--- config.mk ---
export PLATFORM = sky130hd
export DESIGN_NAME = lbalu_core
export DESIGN_NICKNAME = d
export VERILOG_FILES = /design/src/lbalu_pkg.sv /design/src/lbalu_core.sv
export SDC_FILE = /design/constraint.sdc
export NUM_CORES = 1
export LEC_CHECK = 0
export BUFFER_PORTS_ARGS = -buffer_cell sky130_fd_sc_hd__clkbuf_2
export CAP_MARGIN = 25
export CORE_AREA = 2 2 75 77
export DETAILED_ROUTE_END_ITERATION = 10
export DIE_AREA = 0 0 77 79
export GPL_ROUTABILITY_DRIVEN = 0
export HOLD_SLACK_MARGIN = 0.03
export PLACE_DENSITY_LB_ADDON = 0.05
export RECOVER_POWER = 100
export SLEW_MARGIN = 40
export SYNTH_ARGS = -nofsm -noshare
export SYNTH_HDL_FRONTEND = slang
export SYNTH_SLANG_ARGS = --single-unit
--- constraint.sdc ---
create_clock -name clk_sys -period 6.05 [get_ports clk_sys]
set_input_delay 1.21 -clock clk_sys [delete_from_list [all_inputs] [get_ports clk_sys]]
set_output_delay 1.21 -clock clk_sys [all_outputs]
set_load 0.01 [all_outputs]
--- src/lbalu_pkg.sv ---
// shared types and constants of the literal and bit alu datapath
package lbalu_pkg;

	// ****************************************************************
	// widths and reset values
	// ****************************************************************
	localparam int         DATA_W      = 8;
	localparam int         ADDR_W      = 7;
	localparam int         BIT_W       = 3;
	localparam int         NIB_MSB     = 3;
	localparam logic [7:0] W_RST       = 8'h00;
	localparam logic       FLAG_RST    = 1'b0;
	localparam logic       DEST_ACC    = 1'b0;
	localparam logic       DEST_FILE   = 1'b1;
	localparam int         TCY_NS      = 50;
	localparam int         SKIP_TCY    = 2;
	localparam int         SKIP_CYC    = SKIP_TCY * TCY_NS / TCY_NS;

	// ****************************************************************
	// operation codes, one-hot
	// ****************************************************************
	typedef enum logic [7:0] {
		add_immediate_op = 8'h01,
		add_register_op  = 8'h02,
		and_immediate_op = 8'h04,
		and_register_op  = 8'h08,
		bit_clear_op     = 8'h10,
		bit_set_op       = 8'h20,
		skip_if_one_op   = 8'h40,
		skip_if_zero_op  = 8'h80
	} lbalu_op_t;

	typedef enum logic [1:0] {
		ST_RUN  = 2'h1,
		ST_SKIP = 2'h2
	} lbalu_st_t;

	// instruction as handed over by decode, file operand already read
	typedef struct packed {
		lbalu_op_t           op;
		logic                dest;
		logic [ADDR_W-1:0]   addr;
		logic [BIT_W-1:0]    bit_idx;
		logic [DATA_W-1:0]   literal;
		logic [DATA_W-1:0]   file_data;
	} lbalu_req_t;

	typedef struct packed {
		logic                wr_en;
		logic [ADDR_W-1:0]   wr_addr;
		logic [DATA_W-1:0]   wr_data;
	} lbalu_wr_t;

	typedef struct packed {
		lbalu_st_t           st;
		logic [DATA_W-1:0]   w;
		logic                carry;
		logic                nibble_ovf_flag;
		logic                zero;
		lbalu_wr_t           wr;
		logic                squash;
		logic                done;
	} lbalu_state_t;

endpackage

--- src/lbalu_core.sv ---
// execution datapath for add, and, bit set/clear and bit-test-skip
`timescale 1ns/1ps
// What this block does
// - add immediate: accumulator plus literal to accumulator, all flags
// - add register: accumulator plus file register, all flags
// - destination bit 0 writes accumulator, 1 the addressed file register
// - and immediate: accumulator and literal to accumulator, zero flag only
// - and register: accumulator and file register to destination, zero only
// - bit clear forces indexed bit of file register to zero, no flags
// - bit set forces indexed bit of file register to one, no flags
// - skip if one discards next instruction as a nop when bit is one
// - skip if zero discards next instruction as a nop when bit is zero
module lbalu_core
	import lbalu_pkg::*;
(
	input  wire logic                clk_sys,
	input  wire logic                rst_n,
	input  wire logic                op_valid,
	input  wire lbalu_req_t          op_req,
	output logic [DATA_W-1:0]        acc_q,
	output logic                     carry_q,
	output logic                     nibble_ovf_flag_q,
	output logic                     zero_q,
	output lbalu_wr_t                file_wr_q,
	output logic                     squash_q,
	output logic                     op_done_q
);

	// ****************************************************************
	// state
	// ****************************************************************
	lbalu_state_t          s_q;
	lbalu_state_t          s_d;
	logic                  take;
	logic [DATA_W:0]       sum_w;
	logic [NIB_MSB+1:0]    sum_nib;
	logic [DATA_W-1:0]     add_src;
	logic [DATA_W-1:0]     and_src;
	logic [DATA_W-1:0]     add_res;
	logic [DATA_W-1:0]     and_res;
	logic [DATA_W-1:0]     bit_mask;
	logic                  tested_bit;

	function automatic logic [DATA_W-1:0] onehot_bit(
		input logic [BIT_W-1:0] idx);
		logic [DATA_W-1:0] m;
		m = '0;
		m[idx] = 1'b1;
		return m;
	endfunction

	function automatic logic is_zero(input logic [DATA_W-1:0] v);
		return (v == '0);
	endfunction

	// ****************************************************************
	// datapath
	// ****************************************************************
	always_comb begin
		take       = op_valid && (s_q.st == ST_RUN);
		add_src    = (op_req.op == add_immediate_op) ? op_req.literal
			: op_req.file_data;
		and_src    = (op_req.op == and_immediate_op) ? op_req.literal
			: op_req.file_data;
		sum_w      = {1'b0, s_q.w} + {1'b0, add_src};
		sum_nib    = {1'b0, s_q.w[NIB_MSB:0]}
			+ {1'b0, add_src[NIB_MSB:0]};
		add_res    = sum_w[DATA_W-1:0];
		and_res    = s_q.w & and_src;
		bit_mask   = onehot_bit(op_req.bit_idx);
		tested_bit = |(op_req.file_data & bit_mask);
	end

	// ****************************************************************
	// next state
	// ****************************************************************
	always_comb begin
		s_d          = s_q;
		s_d.wr.wr_en = 1'b0;
		s_d.squash   = 1'b0;
		s_d.done     = 1'b0;
		case (s_q.st)
			ST_RUN: begin
				if (take) begin
					s_d.done       = 1'b1;
					s_d.wr.wr_addr = op_req.addr;
					case (op_req.op)
						add_immediate_op: begin
							s_d.w               = add_res;
							s_d.carry           = sum_w[DATA_W];
							s_d.nibble_ovf_flag = sum_nib[NIB_MSB+1];
							s_d.zero            = is_zero(add_res);
						end
						add_register_op: begin
							s_d.carry           = sum_w[DATA_W];
							s_d.nibble_ovf_flag = sum_nib[NIB_MSB+1];
							s_d.zero            = is_zero(add_res);
							if (op_req.dest == DEST_FILE) begin
								s_d.wr.wr_en   = 1'b1;
								s_d.wr.wr_data = add_res;
							end else begin
								s_d.w = add_res;
							end
						end
						and_immediate_op: begin
							s_d.w    = and_res;
							s_d.zero = is_zero(and_res);
						end
						and_register_op: begin
							s_d.zero = is_zero(and_res);
							if (op_req.dest == DEST_FILE) begin
								s_d.wr.wr_en   = 1'b1;
								s_d.wr.wr_data = and_res;
							end else begin
								s_d.w = and_res;
							end
						end
						bit_clear_op: begin
							s_d.wr.wr_en   = 1'b1;
							s_d.wr.wr_data = op_req.file_data & ~bit_mask;
						end
						bit_set_op: begin
							s_d.wr.wr_en   = 1'b1;
							s_d.wr.wr_data = op_req.file_data | bit_mask;
						end
						skip_if_one_op: begin
							if (tested_bit) begin
								s_d.st = ST_SKIP;
							end
						end
						skip_if_zero_op: begin
							if (!tested_bit) begin
								s_d.st = ST_SKIP;
							end
						end
						default: begin
							s_d.done = 1'b0;
						end
					endcase
				end
			end
			ST_SKIP: begin
				// second cycle of a taken skip runs as a nop
				s_d.squash = 1'b1;
				s_d.st     = ST_RUN;
			end
			default: begin
				s_d.st = ST_RUN;
			end
		endcase
	end

	always_ff @(posedge clk_sys or negedge rst_n) begin
		if (!rst_n) begin
			s_q.st              <= ST_RUN;
			s_q.w               <= W_RST;
			s_q.carry           <= FLAG_RST;
			s_q.nibble_ovf_flag <= FLAG_RST;
			s_q.zero            <= FLAG_RST;
			s_q.wr              <= '0;
			s_q.squash          <= 1'b0;
			s_q.done            <= 1'b0;
		end else begin
			s_q <= s_d;
		end
	end

	// ****************************************************************
	// outputs
	// ****************************************************************
	always_comb begin
		acc_q             = s_q.w;
		carry_q           = s_q.carry;
		nibble_ovf_flag_q = s_q.nibble_ovf_flag;
		zero_q            = s_q.zero;
		file_wr_q         = s_q.wr;
		squash_q          = s_q.squash;
		op_done_q         = s_q.done;
	end
endmodule

==> qor.txt <==
status: finished with violations
failing checks: max-capacitance violations, max-slew violations
crit path max fanout: 9
CP Launch Point: op_req[29]
Setup TNS: 0 ns
I/O pin cnt: 67
top_reg_cell synth: dfrtp_1
final hold vios: 0
syn_nets: 343
Die H: 79 µm
critical path class: in2reg
Distinct cells, synth: 54
worst-margin pin slew: 1.74 ns
worst hold path type: reg2reg
Setup crit start kind: input port
drt pass-1 iters: 4
CTS tree: built
CP required: 6.26 ns
mean number of vias per cell: 5.47
P per Cell Area: 256 nW/µm²
Die ar.: 6080 µm²
Yosys warnings: 0
most area-hungry cell type in the Yosys netlist: dfrtp_1
# H-tree levels: 2
Tmin final: 4.89 ns
register area: 777 µm²
critical path arrival: 5.10 ns
CTS Buf Count: 5
GR Layer Usage met3: 0.0273
Layout area overhead: 9.06%
CTS sink count: 31
final WL: 6.47 mm
layout cell share with drive strength beyond 1: 0.185
grt total ovfl: 0
DR iter-0 viols: 148
Worst Skew: 0.00986 ns
vias in the first global route: 2184
post-synthesis sequential area ratio: 0.304
Post-Syn Area: 2550 µm²
leakage power: 1.28 nW
Slowest-stage cell, CP: nor4_1
number of synthesized flops with an enable pin: 0
largest net degree at the start of global routing: 32
# fillers: 549
grt met1 use: 0.324
cts repair resizes: 0
latest clock arrival within the worst-skew pair: 0.28 ns
list of most frequent post-synthesis cells: nand2_1 (45), dfrtp_1 (30), nor2_1 (28)
routed via count: 2227
Yosys top cell area share: 0.294
Clock Path Buffers: 2
Tcrit/Tclk final: 0.809
dpl hpwl: 5.01 mm
Slowest Stage Delay on Critical Path: 0.65 ns
f_max: 204 MHz
max_slew headroom: -0.158
Root Driver: clkbuf_8
busiest grt layer: met2
Critical R2R Launch: acc_q[0]
R2R Setup Slk: 3.39 ns
Reg2Reg Depth: 8
Die W: 77 µm
M2 GR Usage: 0.361
worst ir drop on vdd: 0.000140 V
Initial Util: 0.478
worst setup path end: zero_q
reported max-cap violation count: 1
RSZ-0062 raised after global routing: no
Mean Syn Cell Area: 8.63 µm²
top-count cell post-synth: nand2_1
row cnt: 27
layout net count: 381
Setup Viol. Count Final: 0
core area: 5340 µm²
CP Capture Type: flop
number of port buffers: 66
first-pass GRT wire length: 11.0 mm
overall power: 0.712 mW
wire per inst: 15.9 µm
Tot GR Track Use: 0.227
synth top area cells: dfrtp_1 (29%), buf_4 (7.3%), mux2_2 (6.6%)
reg2reg end: zero_q
register bit total from synthesis: 31
Max Slew Vio Count: 32
multi-input logic area: 1490 µm²
Setup Buffers After CTS: 0
crit path cell chain: clkbuf_1, nor4_1, nand4b_1, mux2_2, ha_1, fa_1, a211oi_1, nor2_1, xnor2_1, nand4_1, or4b_1, o21ai_0
Remaining DRCs: 0
ys async rst share: 1.00
clock slew at reported path FFs: 0.07 ns
Mapped Cells: 296
number of routed nets with antenna violations: 0
initial antenna violation count: 0
hold buffer count at CTS: 0
ant diodes: 0
==> registers in the layout, indices dropped and copies added, names as in the netlist <==
name / flops
s_q: 2
carry_q: 1
op_done_q: 1
squash_q: 1
nibble_ovf_flag_q: 1
acc_q: 8
file_wr_q: 16
zero_q: 1
==> per-stage QoR <==
stage | utilization | instances | instance area, µm² | setup WS [ns] | hold WS, ns
finish | 0.522 | 407 | 2790 | 1.16 | 0.473
global route | 0.522 | 407 | 2790 | 0.840 | 0.509
CTS | 0.537 | 407 | 2870 | 1.52 | 0.482
detailed placement | 0.515 | 399 | 2750 | 1.22 | 0.464
global placement | 0.514 | 399 | 2740 | 1.42 | 0.458
floorplan | - | 296 | 2550 | 1.86 | 0.447
==> cells in the final DEF, fill, tap and decap left out, types with 3 or more instances in the layout <==
cell type  instances
nand2_1           45
clkbuf_2          33
clkbuf_1          33
dfrtp_1           30
nor2_1            28
o21ai_0           18
mux2_2            15
a21oi_1           11
mux2i_1           11
nor2b_1            8
ha_1               8
and3_1             7
a22oi_1            7
inv_1              6
a31oi_1            6
clkbuf_8           6
xor2_1             4
xnor2_1            4
nand3_1            4
nor4_1             3
nand2b_1           3
nor3_1             3
o31ai_1            3
a221oi_1           3
==> per-layer routing <==
| layer | share of wire | up-vias |
|---|---|---|
| li1 | - | 1119 |
| met5 | 0 | - |
| met1 | 0.48 | 1048 |
| met3 | 0.045 | 4 |
| met2 | 0.46 | 56 |
| met4 | 0.0077 | 0 |
==> cells by family (layout without fill, tap and decap cells) <==
family | Yosys count | after routing | synth area share
AOI/OAI and AO/OA | 66 | 66 | 0.186
and+or+nand+nor | 115 | 115 | 0.227
adders and majority gates | 9 | 9 | 0.0470
xor gates and xnor gates | 8 | 8 | 0.0274
muxes | 26 | 26 | 0.109
DFF | 31 | 31 | 0.304
buffers and inverters | 41 | 80 | 0.0990
==> worst min path at each step <==
| stage | from | depth (start not counted) | slack, ns | end |
|---|---|---|---|---|
| floorplan | file_wr_q[10] | 2 | 0.45 | file_wr_q[10] |
| global placement | file_wr_q[9] | 2 | 0.46 | file_wr_q[9] |
| detailed placement | file_wr_q[14] | 2 | 0.46 | file_wr_q[14] |
| CTS | file_wr_q[14] | 2 | 0.48 | file_wr_q[14] |
| global route | file_wr_q[9] | 2 | 0.51 | file_wr_q[9] |
| finish | file_wr_q[14] | 2 | 0.47 | file_wr_q[14] |
==> final cells by class <==
cell class	instances	share of cell area
multi-input combinational	224	0.535
inverter	6	0.00809
tap	72	0.0323
clock inverter	2	0.0126
clock buffer	6	0.0296
sequential	31	0.279
timing repair buffer	66	0.104
==> report_power, final <==
part / total, mW / switching [mW] / leakage [nW] / internal, mW
Combinational: 0.235 / 0.138 / 0.815 / 0.0970
Sequential: 0.263 / 0.0281 / 0.402 / 0.235
Clock: 0.214 / 0.0807 / 0.0612 / 0.133
==> worst max-delay path, delay by kind of cell <==
family          cells  cell delay (ns)
compound gates      2             0.48
fa+ha+maj           2             0.62
simple gates        5             1.96
xor+xnor            1             0.26
buf+inv             1             0.12
mux                 1             0.45
Note: power is estimated with default switching activity, not from simulation.
